===== src/ccta_pkg.sv =====
package ccta_pkg;

  // ----------------------------------------
  // bus geometry
  // ----------------------------------------
  localparam int ADDR_W = 24;
  localparam int WORD_W = ADDR_W - 2;
  localparam int DATA_W = 32;

  // register indices; byte address is four times the index
  localparam logic [WORD_W-1:0] IDX_IRQ_MASK = 22'h040150;
  localparam logic [WORD_W-1:0] IDX_RUN_STOP = 22'h040151;
  localparam logic [WORD_W-1:0] IDX_EVENT_CTRL = 22'h040152;
  localparam logic [WORD_W-1:0] IDX_DIVIDER_TAPS = 22'h040153;
  localparam logic [WORD_W-1:0] IDX_SECONDS = 22'h040154;
  localparam logic [WORD_W-1:0] IDX_MINUTES = 22'h040155;
  localparam logic [WORD_W-1:0] IDX_HOURS = 22'h040156;
  localparam logic [WORD_W-1:0] IDX_DAYS_LOW = 22'h040157;
  localparam logic [WORD_W-1:0] IDX_DAYS_HIGH = 22'h040158;
  localparam logic [WORD_W-1:0] IDX_MINUTE_ALARM = 22'h040159;
  localparam logic [WORD_W-1:0] IDX_HOUR_ALARM = 22'h04015a;
  localparam logic [WORD_W-1:0] IDX_DAY_ALARM = 22'h04015b;

  // ----------------------------------------
  // field positions
  // ----------------------------------------
  localparam int RUN_BIT = 0;
  localparam int CLEAR_BIT = 1;
  localparam int ALARM_FLAG_BIT = 0;
  localparam int PERIODIC_FLAG_BIT = 1;
  localparam int ALARM_EN_LSB = 2;
  localparam int EVENT_SEL_LSB = 5;
  localparam int ALARM_EN_MINUTE = 0;
  localparam int ALARM_EN_HOUR = 1;
  localparam int ALARM_EN_DAY = 2;

  // ----------------------------------------
  // counter limits and timing
  // ----------------------------------------
  localparam logic [5:0] SECONDS_MAX = 6'h3b;
  localparam logic [5:0] MINUTES_MAX = 6'h3b;
  localparam logic [4:0] HOURS_MAX = 5'h17;
  localparam logic [7:0] DIV_LAST = 8'hff;
  localparam logic [7:0] DIV_MASK_32HZ = 8'h07;
  localparam logic [7:0] DIV_MASK_8HZ = 8'h1f;
  localparam logic [7:0] DIV_MASK_2HZ = 8'h7f;
  localparam int CLK_PERIOD_NS = 40;
  localparam int BASE_TICK_HZ = 256;
  localparam int PRESCALE_CYCLES = 1000000000 / (CLK_PERIOD_NS * BASE_TICK_HZ);
  localparam int PRE_W = 17;

  typedef enum logic [2:0] {
    CCTA_EV_32HZ = 3'h0,
    CCTA_EV_8HZ = 3'h1,
    CCTA_EV_2HZ = 3'h2,
    CCTA_EV_1HZ = 3'h3,
    CCTA_EV_MINUTE = 3'h4,
    CCTA_EV_HOUR = 3'h5,
    CCTA_EV_DAY = 3'h6,
    CCTA_EV_NONE = 3'h7
  } ccta_event_sel_t;

  // ----------------------------------------
  // carriers
  // ----------------------------------------
  typedef struct packed {
    logic cyc;
    logic stb;
    logic we;
    logic [3:0] sel;
    logic [ADDR_W-1:0] adr;
    logic [DATA_W-1:0] dat;
  } ccta_wb_req_t;

  typedef struct packed {
    logic ack;
    logic [DATA_W-1:0] dat;
  } ccta_wb_rsp_t;

  typedef struct packed {
    logic [PRE_W-1:0] pre;
    logic [7:0] divider;
    logic [5:0] seconds;
    logic [5:0] minutes;
    logic [4:0] hours;
    logic [15:0] days;
    logic [5:0] minuteAlarm;
    logic [4:0] hourAlarm;
    logic [4:0] dayAlarm;
    logic run;
    ccta_event_sel_t eventSel;
    logic [2:0] alarmEnable;
    logic periodicEventFlag;
    logic alarmHitFlag;
    logic [1:0] irqMask;
    logic alarmCheck;
    logic irq;
    ccta_wb_rsp_t rsp;
  } ccta_state_t;

endpackage


===== src/ccta_top.sv =====
`timescale 1ns/1ns
module ccta_top
  import ccta_pkg::*;
#(
  parameter int PRESCALE = PRESCALE_CYCLES
) (
  input wire logic clock, // system clock
  input wire logic sys_rst, // synchronous reset, active high
  input wire ccta_wb_req_t wbReq, // wishbone request from master
  output ccta_wb_rsp_t wbRsp, // wishbone ack and read data
  output logic irq // level interrupt
);

  ccta_state_t s;
  ccta_state_t next_s;

  logic access;
  logic writeByte;
  logic [7:0] wd;
  logic [WORD_W-1:0] wordAddr;
  logic baseTick;
  logic secondTick;
  logic minuteCarry;
  logic hourCarry;
  logic dayCarry;
  logic periodicHit;
  logic alarmMatch;
  logic clearPeriodic;
  logic clearAlarm;
  logic [7:0] rd;

  always_comb begin
    next_s = s;
    next_s.rsp.ack = 1'b0;
    access = wbReq.cyc & wbReq.stb & ~s.rsp.ack;
    writeByte = access & wbReq.we & wbReq.sel[0];
    wd = wbReq.dat[7:0];
    wordAddr = wbReq.adr[ADDR_W-1:2];
    baseTick = 1'b0;
    secondTick = 1'b0;
    minuteCarry = 1'b0;
    hourCarry = 1'b0;
    dayCarry = 1'b0;
    periodicHit = 1'b0;
    alarmMatch = 1'b0;
    clearPeriodic = 1'b0;
    clearAlarm = 1'b0;
    rd = 8'h00;

    // ----------------------------------------
    // prescaler and divider chain
    // ----------------------------------------
    if (s.run) begin
      if (s.pre == PRE_W'(PRESCALE - 1)) begin
        next_s.pre = '0;
        baseTick = 1'b1;
      end else begin
        next_s.pre = s.pre + 1'b1;
      end
    end
    if (baseTick) begin
      next_s.divider = s.divider + 8'h01;
      secondTick = (s.divider == DIV_LAST);
    end

    // ----------------------------------------
    // time of day counters
    // ----------------------------------------
    if (secondTick) begin
      if (s.seconds >= SECONDS_MAX) begin
        next_s.seconds = 6'h00;
        minuteCarry = 1'b1;
      end else begin
        next_s.seconds = s.seconds + 6'h01;
      end
    end
    if (minuteCarry) begin
      if (s.minutes >= MINUTES_MAX) begin
        next_s.minutes = 6'h00;
        hourCarry = 1'b1;
      end else begin
        next_s.minutes = s.minutes + 6'h01;
      end
    end
    if (hourCarry) begin
      if (s.hours >= HOURS_MAX) begin
        next_s.hours = 5'h00;
        dayCarry = 1'b1;
      end else begin
        next_s.hours = s.hours + 5'h01;
      end
    end
    if (dayCarry) begin
      next_s.days = s.days + 16'h0001;
    end

    // ----------------------------------------
    // periodic event source
    // ----------------------------------------
    unique case (s.eventSel)
      CCTA_EV_32HZ: periodicHit = baseTick && ((s.divider & DIV_MASK_32HZ) == DIV_MASK_32HZ);
      CCTA_EV_8HZ: periodicHit = baseTick && ((s.divider & DIV_MASK_8HZ) == DIV_MASK_8HZ);
      CCTA_EV_2HZ: periodicHit = baseTick && ((s.divider & DIV_MASK_2HZ) == DIV_MASK_2HZ);
      CCTA_EV_1HZ: periodicHit = secondTick;
      CCTA_EV_MINUTE: periodicHit = minuteCarry;
      CCTA_EV_HOUR: periodicHit = hourCarry;
      CCTA_EV_DAY: periodicHit = dayCarry;
      CCTA_EV_NONE: periodicHit = 1'b0;
    endcase

    // ----------------------------------------
    // alarm comparison, one cycle after a minute step
    // ----------------------------------------
    next_s.alarmCheck = minuteCarry;
    if (s.alarmCheck && (s.alarmEnable != 3'h0)) begin
      alarmMatch =
        (!s.alarmEnable[ALARM_EN_MINUTE] || (s.minutes == s.minuteAlarm)) &&
        (!s.alarmEnable[ALARM_EN_HOUR] || (s.hours == s.hourAlarm)) &&
        (!s.alarmEnable[ALARM_EN_DAY] || (s.days[4:0] == s.dayAlarm));
    end

    // ----------------------------------------
    // register writes (software wins over counting)
    // ----------------------------------------
    if (writeByte) begin
      unique case (wordAddr)
        IDX_IRQ_MASK: next_s.irqMask = wd[1:0];
        IDX_RUN_STOP: begin
          next_s.run = wd[RUN_BIT];
          if (wd[CLEAR_BIT]) begin
            next_s.pre = '0;
            next_s.divider = 8'h00;
            next_s.seconds = 6'h00;
            next_s.minutes = 6'h00;
            next_s.hours = 5'h00;
            next_s.days = 16'h0000;
            next_s.alarmCheck = 1'b0;
          end
        end
        IDX_EVENT_CTRL: begin
          next_s.eventSel = ccta_event_sel_t'(wd[EVENT_SEL_LSB +: 3]);
          next_s.alarmEnable = wd[ALARM_EN_LSB +: 3];
          clearPeriodic = wd[PERIODIC_FLAG_BIT];
          clearAlarm = wd[ALARM_FLAG_BIT];
        end
        IDX_MINUTES: next_s.minutes = wd[5:0];
        IDX_HOURS: next_s.hours = wd[4:0];
        IDX_DAYS_LOW: next_s.days[7:0] = wd;
        IDX_DAYS_HIGH: next_s.days[15:8] = wd;
        IDX_MINUTE_ALARM: next_s.minuteAlarm = wd[5:0];
        IDX_HOUR_ALARM: next_s.hourAlarm = wd[4:0];
        IDX_DAY_ALARM: next_s.dayAlarm = wd[4:0];
        default: begin
        end
      endcase
    end

    // ----------------------------------------
    // sticky flags: a new event beats a clear
    // ----------------------------------------
    next_s.periodicEventFlag = (s.periodicEventFlag & ~clearPeriodic) | periodicHit;
    next_s.alarmHitFlag = (s.alarmHitFlag & ~clearAlarm) | alarmMatch;
    next_s.irq = |({next_s.periodicEventFlag, next_s.alarmHitFlag} & next_s.irqMask);

    // ----------------------------------------
    // read mux, unused bits read zero
    // ----------------------------------------
    unique case (wordAddr)
      IDX_IRQ_MASK: rd = {6'h00, s.irqMask};
      IDX_RUN_STOP: rd = {7'h00, s.run};
      IDX_EVENT_CTRL: rd = {s.eventSel, s.alarmEnable, s.periodicEventFlag, s.alarmHitFlag};
      IDX_DIVIDER_TAPS: rd = s.divider;
      IDX_SECONDS: rd = {2'h0, s.seconds};
      IDX_MINUTES: rd = {2'h0, s.minutes};
      IDX_HOURS: rd = {3'h0, s.hours};
      IDX_DAYS_LOW: rd = s.days[7:0];
      IDX_DAYS_HIGH: rd = s.days[15:8];
      IDX_MINUTE_ALARM: rd = {2'h0, s.minuteAlarm};
      IDX_HOUR_ALARM: rd = {3'h0, s.hourAlarm};
      IDX_DAY_ALARM: rd = {3'h0, s.dayAlarm};
      default: rd = 8'h00;
    endcase

    if (access) begin
      next_s.rsp.ack = 1'b1;
      next_s.rsp.dat = wbReq.we ? s.rsp.dat : {24'h000000, rd};
    end
  end

  // ----------------------------------------
  // state register
  // ----------------------------------------
  always_ff @(posedge clock) begin
    if (sys_rst) begin
      s <= '0;
    end else begin
      s <= next_s;
    end
  end

  assign wbRsp = s.rsp;
  assign irq = s.irq;

endmodule


===== config.mk =====
export PLATFORM = sky130hd
export DESIGN_NAME = ccta_top
export DESIGN_NICKNAME = d
export VERILOG_FILES = /design/src/ccta_pkg.sv /design/src/ccta_top.sv
export SDC_FILE = /design/constraint.sdc
export NUM_CORES = 1
export LEC_CHECK = 0
export ABC_AREA = 1
export BUFFER_PORTS_ARGS = -buffer_cell sky130_fd_sc_hd__buf_2
export CORE_ASPECT_RATIO = 0.7
export CORE_MARGIN = 2
export CORE_UTILIZATION = 25
export CTS_CLUSTER_DIAMETER = 50
export CTS_CLUSTER_SIZE = 14
export DETAILED_ROUTE_END_ITERATION = 8
export HOLD_SLACK_MARGIN = 0.03
export SETUP_SLACK_MARGIN = 0.5
export SLEW_MARGIN = 20
export SYNTH_ARGS = -nofsm -noshare
export SYNTH_HDL_FRONTEND = slang
export SYNTH_SLANG_ARGS = --single-unit

===== constraint.sdc =====
create_clock -name clock -period 2.2 [get_ports clock]
set_input_delay 0.55 -clock clock [delete_from_list [all_inputs] [get_ports clock]]
set_output_delay 0.55 -clock clock [all_outputs]
set_load 0.01 [all_outputs]

==> results of run 1 <==
[flip-flops by register name (all words and copies together) (netlist names)]
name   cells
s         86
wbRsp      9
irq        1
[cell usage in the layout, fill, tap and decap left out, types with 4 or more instances in the layout]
cell type | netlist | final
nand2_1 | 177 | 150
nor2_1 | 131 | 102
inv_1 | 115 | 96
buf_4 | 34 | 91
dfxtp_1 | 96 | 77
a21oi_1 | 57 | 51
buf_2 | 5 | 42
nand3_1 | 57 | 40
nand4_1 | 35 | 35
buf_6 | 2 | 30
a211oi_1 | 25 | 25
conb_1 | 1 | 24
nand2_2 | 5 | 23
nor2_2 | 5 | 22
o21ai_1 | 8 | 20
o21ai_2 | 2 | 19
nor2_4 | 4 | 17
xor2_1 | 17 | 17
inv_2 | 4 | 15
dfxtp_2 | 0 | 15
nor3_1 | 28 | 14
nand3_2 | 3 | 13
nor3_4 | 1 | 12
nor3_2 | 8 | 11
clkbuf_16 | 0 | 10
nand2_4 | 0 | 9
o21ai_0 | 39 | 8
nand3_4 | 0 | 7
a21oi_2 | 1 | 7
buf_12 | 0 | 7
o211ai_1 | 6 | 6
inv_4 | 0 | 5
nand3b_1 | 5 | 5
xnor2_1 | 6 | 5
nor3b_1 | 7 | 5
nor4_1 | 5 | 4
dfxtp_4 | 0 | 4
[worst paths after layout]
check,end,start,depth (start not counted)
setup / recovery,s[99],wbReq[36],14
hold / removal,wbRsp[5],wbRsp[5],2
setup reg to reg,s[62],s[89],10
hold reg to reg,wbRsp[5],wbRsp[5],2
[final cells by class]
cell class / count / area, sq um
clock buffer: 11 / 253
clock inverter: 4 / 76.3
inverter: 124 / 510
timing repair buffer: 173 / 1430
fill: 2518 / 15500
sequential: 96 / 1960
multi-input combinational: 693 / 4390
tap: 325 / 407
[metrics by stage]
step / setup WS [ns] / setup TNS [ns] / total power [mW] / cell area, sq um
after floorplan: 0.406 / 0 / 1.91 / 6520
after global placement: -0.0500 / -0.155 / 1.98 / 7390
after detailed placement: -0.0847 / -0.607 / 1.99 / 7390
after CTS: 0.318 / 0 / 3.79 / 8330
after global routing: 0.149 / 0 / 3.89 / 9020
final: 0.245 / 0 / 3.77 / 9020
[tightest hold or removal path, stage by stage (launching register included)]
cell	delay (ns)
dfxtp_1	0.31
nand2_1	0.06
a21oi_1	0.05
[power breakdown]
group	total [mW]	switching (mW)	internal [mW]
clock network	1.78	0.727	1.06
logic	0.258	0.169	0.0888
registers	1.73	0.000299	1.73
total	3.77	0.896	2.88
[logic make-up (layout without fill, tap and decap cells)]
logic type,count (synthesis),after routing,synth area share [%]
AOI/OAI and AO/OA,157,157,14.8
and+or+nand+nor,480,481,36.4
xor gates and xnor gates,23,23,3.24
DFF,96,96,30.9
buffers and inverters,176,312,13.0
other,1,24,0.0603
adders and majority gates,8,8,1.61
[metal layers]
layer | GRT usage [%] | vias to the layer above
li1 | - | 3377
met1 | 25.7 | 3311
met2 | 22.4 | 308
met3 | 4.67 | 27
met4 | 4.83 | 0
met5 | 0 | -
[timing repair]
item	4_1_cts	5_1_grt
hold endpoints to repair	0	0
setup endpoints to repair	73	88
resized for setup	108	140
buffers inserted	22	26
cloned	2	2
pin swaps	42	69
==> impl_metrics.ini, run 1 <==
[status]
outcome = finished clean

[timing]
period_needed_ns = 1.95
worstMarginPinSlew_ns = 0.686
hold_viol_final = 0
setup_viol_count_final = 0
drv_slew = 0
clock_skew_ns = 0.0104
grt_setup_unrepaired = yes
fin_crit_sh_pct = 88.9
clock.fmax_mhz = 512
maxSlewHeadroom_pct = 54.3
timing.hold.ws_ns = 0.466

[yosys]
yosys_warnings = 0
ys_seq_area_share_pct = 30.9
synth_common_cells = nand2_1, nor2_1, inv_1, dfxtp_1
synthesis.area_sq_mm = 0.00622
synth_edf_count = 0
synth-seq-cells = 96
synthCells = 941
synth.most_common_cell = nand2_1
synthArstFlopShare_pct = 0
synth_top_cell_area_share_pct = 30.9
synth_area_leaders = dfxtp_1, nand2_1, nor2_1, inv_1, a21oi_1
synth.avg_cell_area_sq_um = 6.61
synth_top_cell_by_area = dfxtp_1
synth_cell_types = 51
synth-main-ff-cell = dfxtp_1

[cells_and_area]
final_layout_size_suffix_gt1_share_pct = 36.5
syn2layout_area_growth_pct = 45.0
fin_nets = 1170
antenna_cells = 0
final_util_pct = 36.7
final_cells = 1426

[critical_path]
path_cells = buf_2, inv_2, buf_4, nand2_2, nor3_4, inv_2, nor2_4, buf_6, nand2_4, inv_1, nor2_1, clkinv_1, buf_6, a211oi_1
worstPathRequired_ns = 2.48
cp_top_family = buffers and inverters
arrival_ns = 2.24
crit_path_max_fanout = 8
cp_num_buf_inv = 8
cp-start-kind = input pin
end_kind = register
cp_slowest_cell = nor2_1
cpPeakStageDelay_ns = 0.26
path_class = input pin to register
worst-r2r-setup-slack_ns = 0.26

[grt]
grt_use_total_pct = 16.9
grt_pass1_wl_microns = 33600
overflow = 0
grt_pass1_vias = 6075
antenna_found_initial = 0
grt_max_degree = 57

[die]
die_x_microns = 193
start_util_pct = 25.3
fp-row-count = 48
die-area_sq_mm = 0.0262
core_sq_mm = 0.0246
io_pins = 99
die_y_microns = 136

[drt]
wl_met1_microns = 11100
drt-pass1-iter-count = 5
vias_per_cell = 4.92
drc_errors = 0
route.met3.wl_microns = 2380
via_count = 7023
highest_layer = met4
drt_wl_total_microns = 23000
drt_iter0_markers = 608
wl_met2_microns = 9210
wl_per_cell_microns = 16.1
ant_nets = 0

[power_and_ir_drop]
peakVddDrop_uv = 264
p_per_area_mw_per_mm2 = 418
p_leak_nw = 3.76

[clock_tree]
clkTransAtPathRegs_ns = 0.07
clock-sinks = 96
cts_hold_buf = 0
clock_latency_ns = 0.36
cts_tree = yes
cts_buffers = 9
clk_path_buf_depth = 2
htreeDepth = 3
root_buffer = clkbuf_16

[place]
io_buffers = 45
dp_cells = 1359
dp_hpwl_microns = 16800
place.gp.congestion = 0.924

[min_path]
min_path_type = register to register

[run]
maxCapViolCount = 0
No activity file was read; power rests on OpenSTA's default activity.
==> run 2: changes to the inputs <==
--- a/config.mk
+++ b/config.mk
@@ -5,7 +5,6 @@
 export SDC_FILE = /design/constraint.sdc
 export NUM_CORES = 1
 export LEC_CHECK = 0
-export ABC_AREA = 1
 export BUFFER_PORTS_ARGS = -buffer_cell sky130_fd_sc_hd__buf_2
 export CORE_ASPECT_RATIO = 0.7
 export CORE_MARGIN = 2
==> run 2 against run 1 <==
Sequential power about the same. Count of clock-buffer cells in the layout shrank 2. Synthesized cell count down 25%. Via count decreased by 16%. Utilization is 1.3 points higher. Global-route usage up 0.22 points. Critical path depth decreased by 4. Die area is 6.0% lower. Clock power about the same. Largest power group unchanged.
==> impl_metrics.ini, run 2 <==
[power_and_ir_drop]
power_frac_clock_pct = 45.9
power.switching_mw = 0.967
peakVddDrop_uv = 368
swShare_pct = 24.9
p_comb_share_pct = 9.5
power_mw = 3.88
p_int_mw = 2.92
p_leak_nw = 3.56
seq_power_share_pct = 44.6
p_per_area_mw_per_mm2 = 448

[timing]
grt_setup_unrepaired = yes
clock_skew_ns = 0.0112
drv_slew = 0
period_needed_ns = 1.98
setup_viol_count_final = 0
clock.fmax_mhz = 505
fin_crit_sh_pct = 90.1
finalSetupTns_ns = 0
timing.hold.ws_ns = 0.445
hold_viol_final = 0

[critical_path]
worstPathRequired_ns = 2.45
end_kind = register
cp-start-kind = input pin
crit_path_max_fanout = 8
arrival_ns = 2.23
path_class = input pin to register

[clock_tree]
clkTransAtPathRegs_ns = 0.07
htreeDepth = 3
cts_buffers = 9
clock-sinks = 96
cts_hold_buf = 0
root_buffer = clkbuf_16
clk_path_buf_depth = 2
cts_tree = yes
clock_latency_ns = 0.36

[drt]
drt-pass1-iter-count = 6
via_count = 5912
ant_nets = 0
vias_per_cell = 4.99
drt_iter0_markers = 618
wl_per_cell_microns = 18.1
drc_errors = 0
drt_wl_total_microns = 21400

[grt]
overflow = 0
grt_pass1_wl_microns = 32600
grt_pass1_vias = 5601
grt_use_total_pct = 17.1
antenna_found_initial = 0
grt_max_degree = 43

[place]
dp_cells = 1145
dp_hpwl_microns = 15600
io_buffers = 45
place.gp.congestion = 0.954

[die]
die-area_sq_mm = 0.0246
start_util_pct = 25.6
fp-row-count = 46
die_y_microns = 132
core_sq_mm = 0.0228
io_pins = 99
die_x_microns = 187

[cells_and_area]
largest_register_ffs = 86
antenna_cells = 0
regMostFlops = s
syn2layout_area_growth_pct = 48.4
final_cells = 1184
layout_commonest_cell = buf_4
fin_nets = 940
final_layout_size_suffix_gt1_share_pct = 40.3
mostFrequentLayoutCells = buf_4, dfxtp_1, nand2_1, nor2_1, buf_6

[yosys]
synth_cell_types = 79
ys_seq_area_share_pct = 32.9
synth-main-ff-cell = dfxtp_1
synth_area_leaders = dfxtp_1, nand2_1, xnor2_1, nor2_1, buf_4
synth.avg_cell_area_sq_um = 8.27
synth.most_common_cell = dfxtp_1
synth_edf_count = 0
synth_common_cells = dfxtp_1, nand2_1, nor2_1, buf_4, xnor2_1
synth_top_cell_by_area = dfxtp_1
synth_top_cell_area_share_pct = 32.9
synthesis.area_sq_mm = 0.00584
synthCells = 706
yosys_warnings = 0
synthArstFlopShare_pct = 0
synth-seq-cells = 96

[status]
outcome = finished clean

[min_path]
min_path_type = input pin to register

[run]
maxCapViolCount = 0
run 2: timing repair:
action / in CTS / in global routing
endpoints found under the hold margin: 0 / 0
resized for setup: 145 / 60
pin swaps: 53 / 24
endpoints found under the setup margin: 94 / 95
buffers inserted: 14 / 5
gates cloned: 2 / 2
run 2: stage by stage:
stage | setup WS (ns) | utilization [%] | instance area, sq um
after CTS | 0.288 | 36.7 | 8360
after global routing | 0.159 | 38.0 | 8660
final | 0.219 | 38.0 | 8660
after detailed placement | -0.227 | 31.9 | 7260
after global placement | -0.233 | 31.9 | 7260
after floorplan | 0.0318 | - | 6110
run 2: final timing paths:
path                            startpoint         to  slack, ns  depth (start not counted)
worst max register to register      s[110]      s[72]       0.28                          7
worst max-delay path             wbReq[41]     s[110]       0.22                         10
worst min register to register    wbRsp[5]   wbRsp[5]       0.45                          2
worst min-delay path               sys_rst  wbRsp[32]       0.45                          2
run 2: worst max-delay path, stage by stage:
cell and delay [ns]:
buf_8 0.10, nor4bb_4 0.31, nand3_2 0.20, buf_6 0.19, nor4_4 0.13, buf_4 0.19
a31o_4 0.19, nand2b_4 0.16, clkbuf_16 0.15, nor2_1 0.04
run 2: power groups by stage:
stage               registers (mW)  logic [mW]  clock network (mW)
floorplan                     1.78       0.165                   0
global placement              1.78       0.287                   0
detailed placement            1.78       0.287                   0
CTS                           1.74       0.333                1.82
global route                  1.73       0.387                1.88
finish                        1.73       0.368                1.78
run 2: metal layers:
| layer | vias to the layer above | global-route usage [%] | part of all wire [%] |
|---|---|---|---|
| met5 | - | 0 | 0 |
| met4 | 0 | 4.41 | 1.6 |
| met3 | 29 | 6.02 | 10 |
| met2 | 267 | 22.6 | 39 |
| met1 | 2811 | 25.6 | 50 |
| li1 | 2805 | - | - |
run 2: cell type report:
cell class,count,area [sq um]
Sequential cell,96,1950
Fill cell,2303,14100
Clock inverter,7,106
Clock buffer,9,225
Multi-Input combinational cell,556,4290
Timing Repair Buffer,194,1670
Inverter,10,40.0
Tap cell,312,390
run 2: kinds of logic after synthesis:
group / share of synthesized area, %
compound gates: 15.7
other cells: 0.0642
buf+inv: 7.80
flops: 32.9
mux: 5.06
fa+ha+maj: 1.71
simple gates: 27.9
xor+xnor: 8.85
==> run 3: changes to the inputs <==
--- a/config.mk
+++ b/config.mk
@@ -6,7 +6,7 @@
 export NUM_CORES = 1
 export LEC_CHECK = 0
 export BUFFER_PORTS_ARGS = -buffer_cell sky130_fd_sc_hd__buf_2
-export CORE_ASPECT_RATIO = 0.7
+export CORE_ASPECT_RATIO = 0.8
 export CORE_MARGIN = 2
 export CORE_UTILIZATION = 25
 export CTS_CLUSTER_DIAMETER = 50
==> constraint.sdc (replaced) <==
create_clock -name clock -period 2.2 [get_ports clock]
set_input_delay 0.55 -clock clock [delete_from_list [all_inputs] [get_ports clock]]
set_output_delay 0.55 -clock clock [all_outputs]
set_load 0.02 [all_outputs]
==> run 3 against run 2 <==
Final area increased by 4.1%. First-iteration DRC count grew 7.4%. Sequential power barely moved. Cell count up 1.9%. Sequential share of layout area shrank 0.94 points. Highest routed layer unchanged.
==> impl_metrics.ini, run 3 (synthesized netlist as in run 2, its figures left out) <==
[cells_and_area]
final_layout_size_suffix_gt1_share_pct = 45.2
largest_register_ffs = 86
multi_input_comb_area_sq_mm = 0.00446
antenna_cells = 0
layout_commonest_cell = buf_4
syn2layout_area_growth_pct = 54.5
fillers = 2207
mostFrequentLayoutCells = buf_4, dfxtp_1, nand2_1, nor2_1, buf_6
regArea_sq_mm = 0.00195
design_area_sq_mm = 0.00902
final_util_pct = 39.8
regMostFlops = s
fin_nets = 969
final_cells = 1207

[clock_tree]
clock-sinks = 96
htreeDepth = 3
clock_latency_ns = 0.36
clkTransAtPathRegs_ns = 0.08
cts_buffers = 9
clk_path_buf_depth = 2
root_buffer = clkbuf_16
cts_hold_buf = 0
cts_tree = yes

[drt]
drt_wl_total_microns = 21900
drt-pass1-iter-count = 5
via_count = 6132
drc_errors = 0
drt_iter0_markers = 664
ant_nets = 0
vias_per_cell = 5.08
wl_per_cell_microns = 18.2

[timing]
clock_skew_ns = 0.0116
clock.fmax_mhz = 487
worst_slack_ns = 0.145
setup_viol_count_final = 0
period_needed_ns = 2.05
hold_viol_final = 0
grt_setup_unrepaired = yes
timing.hold.ws_ns = 0.423
drv_slew = 0
finalSetupTns_ns = 0
fin_crit_sh_pct = 93.4

[run]
maxCapViolCount = 0

[grt]
grt_pass1_wl_microns = 33700
grt_max_degree = 43
antenna_found_initial = 0
grt_pass1_vias = 5967
overflow = 0
grt_use_total_pct = 17.5

[die]
die_y_microns = 141
die-area_sq_mm = 0.0246
fp-row-count = 49
die_x_microns = 175
io_pins = 99
start_util_pct = 25.7
core_sq_mm = 0.0227

[min_path]
min_path_type = input pin to register
whs_path_depth = 2

[power_and_ir_drop]
p_leak_nw = 3.76
power_mw = 3.74
p_per_area_mw_per_mm2 = 415
peakVddDrop_uv = 406

[critical_path]
reg2reg_depth = 9
worstPathRequired_ns = 2.50
end_kind = register
path_class = register to register
cp-start-kind = register
crit_path_max_fanout = 5
arrival_ns = 2.35

[place]
pre_cts_slack_ns = -0.343
dp_hpwl_microns = 14800
dp_cells = 1119
io_buffers = 45
place.gp.congestion = 0.938
placed_cell_area_sq_mm = 0.00711

[status]
outcome = finished clean
==> run 3: per-layer routing <==
metal / up-vias / routed length [microns] / track usage (%)
li1: 2859 / - / -
met1: 2972 / 9990 / 24.4
met2: 258 / 9530 / 25.9
met3: 43 / 1810 / 4.50
met4: 0 / 600 / 6.71
met5: - / 0 / 0
==> run 3: repair_timing <==
item / CTS / global route
pin swaps: 82 / 53
gates cloned: 2 / 0
gates resized for setup: 200 / 55
endpoints found under the setup margin: 95 / 95
buffers inserted: 52 / 18
hold endpoints to repair: 0 / 0
==> run 3: critical path, cell delays in order, from the launching register on <==
cell and delay [ns]:
dfxtp_2 0.34, nor4bb_4 0.28, and4_4 0.32, buf_6 0.11, buf_6 0.10, nand4_4 0.14, buf_4 0.19, nor3_4 0.12
xor2_1 0.23, a22o_1 0.16
==> run 3: final timing paths <==
| path | from | endpoint | slack [ns] |
|---|---|---|---|
| worst max-delay path | s[110] | s[70] | 0.15 |
| worst min register to register | wbRsp[4] | wbRsp[4] | 0.46 |
| worst max register to register | s[110] | s[70] | 0.15 |
| worst min-delay path | sys_rst | wbRsp[32] | 0.42 |
==> run 3: cell type report <==
type,instances,area share [%]
clock buffer,9,2.50
clock inverter,7,0.901
inverter,10,0.416
multi-input combinational,556,49.5
sequential,96,21.6
tap,306,4.24
timing repair buffer,223,20.9
==> run 3: report_power, final <==
| part | switching [mW] | internal (mW) |
|---|---|---|
| Sequential | 0.000279 | 1.74 |
| Combinational | 0.221 | 0.136 |
| Clock | 0.755 | 0.894 |
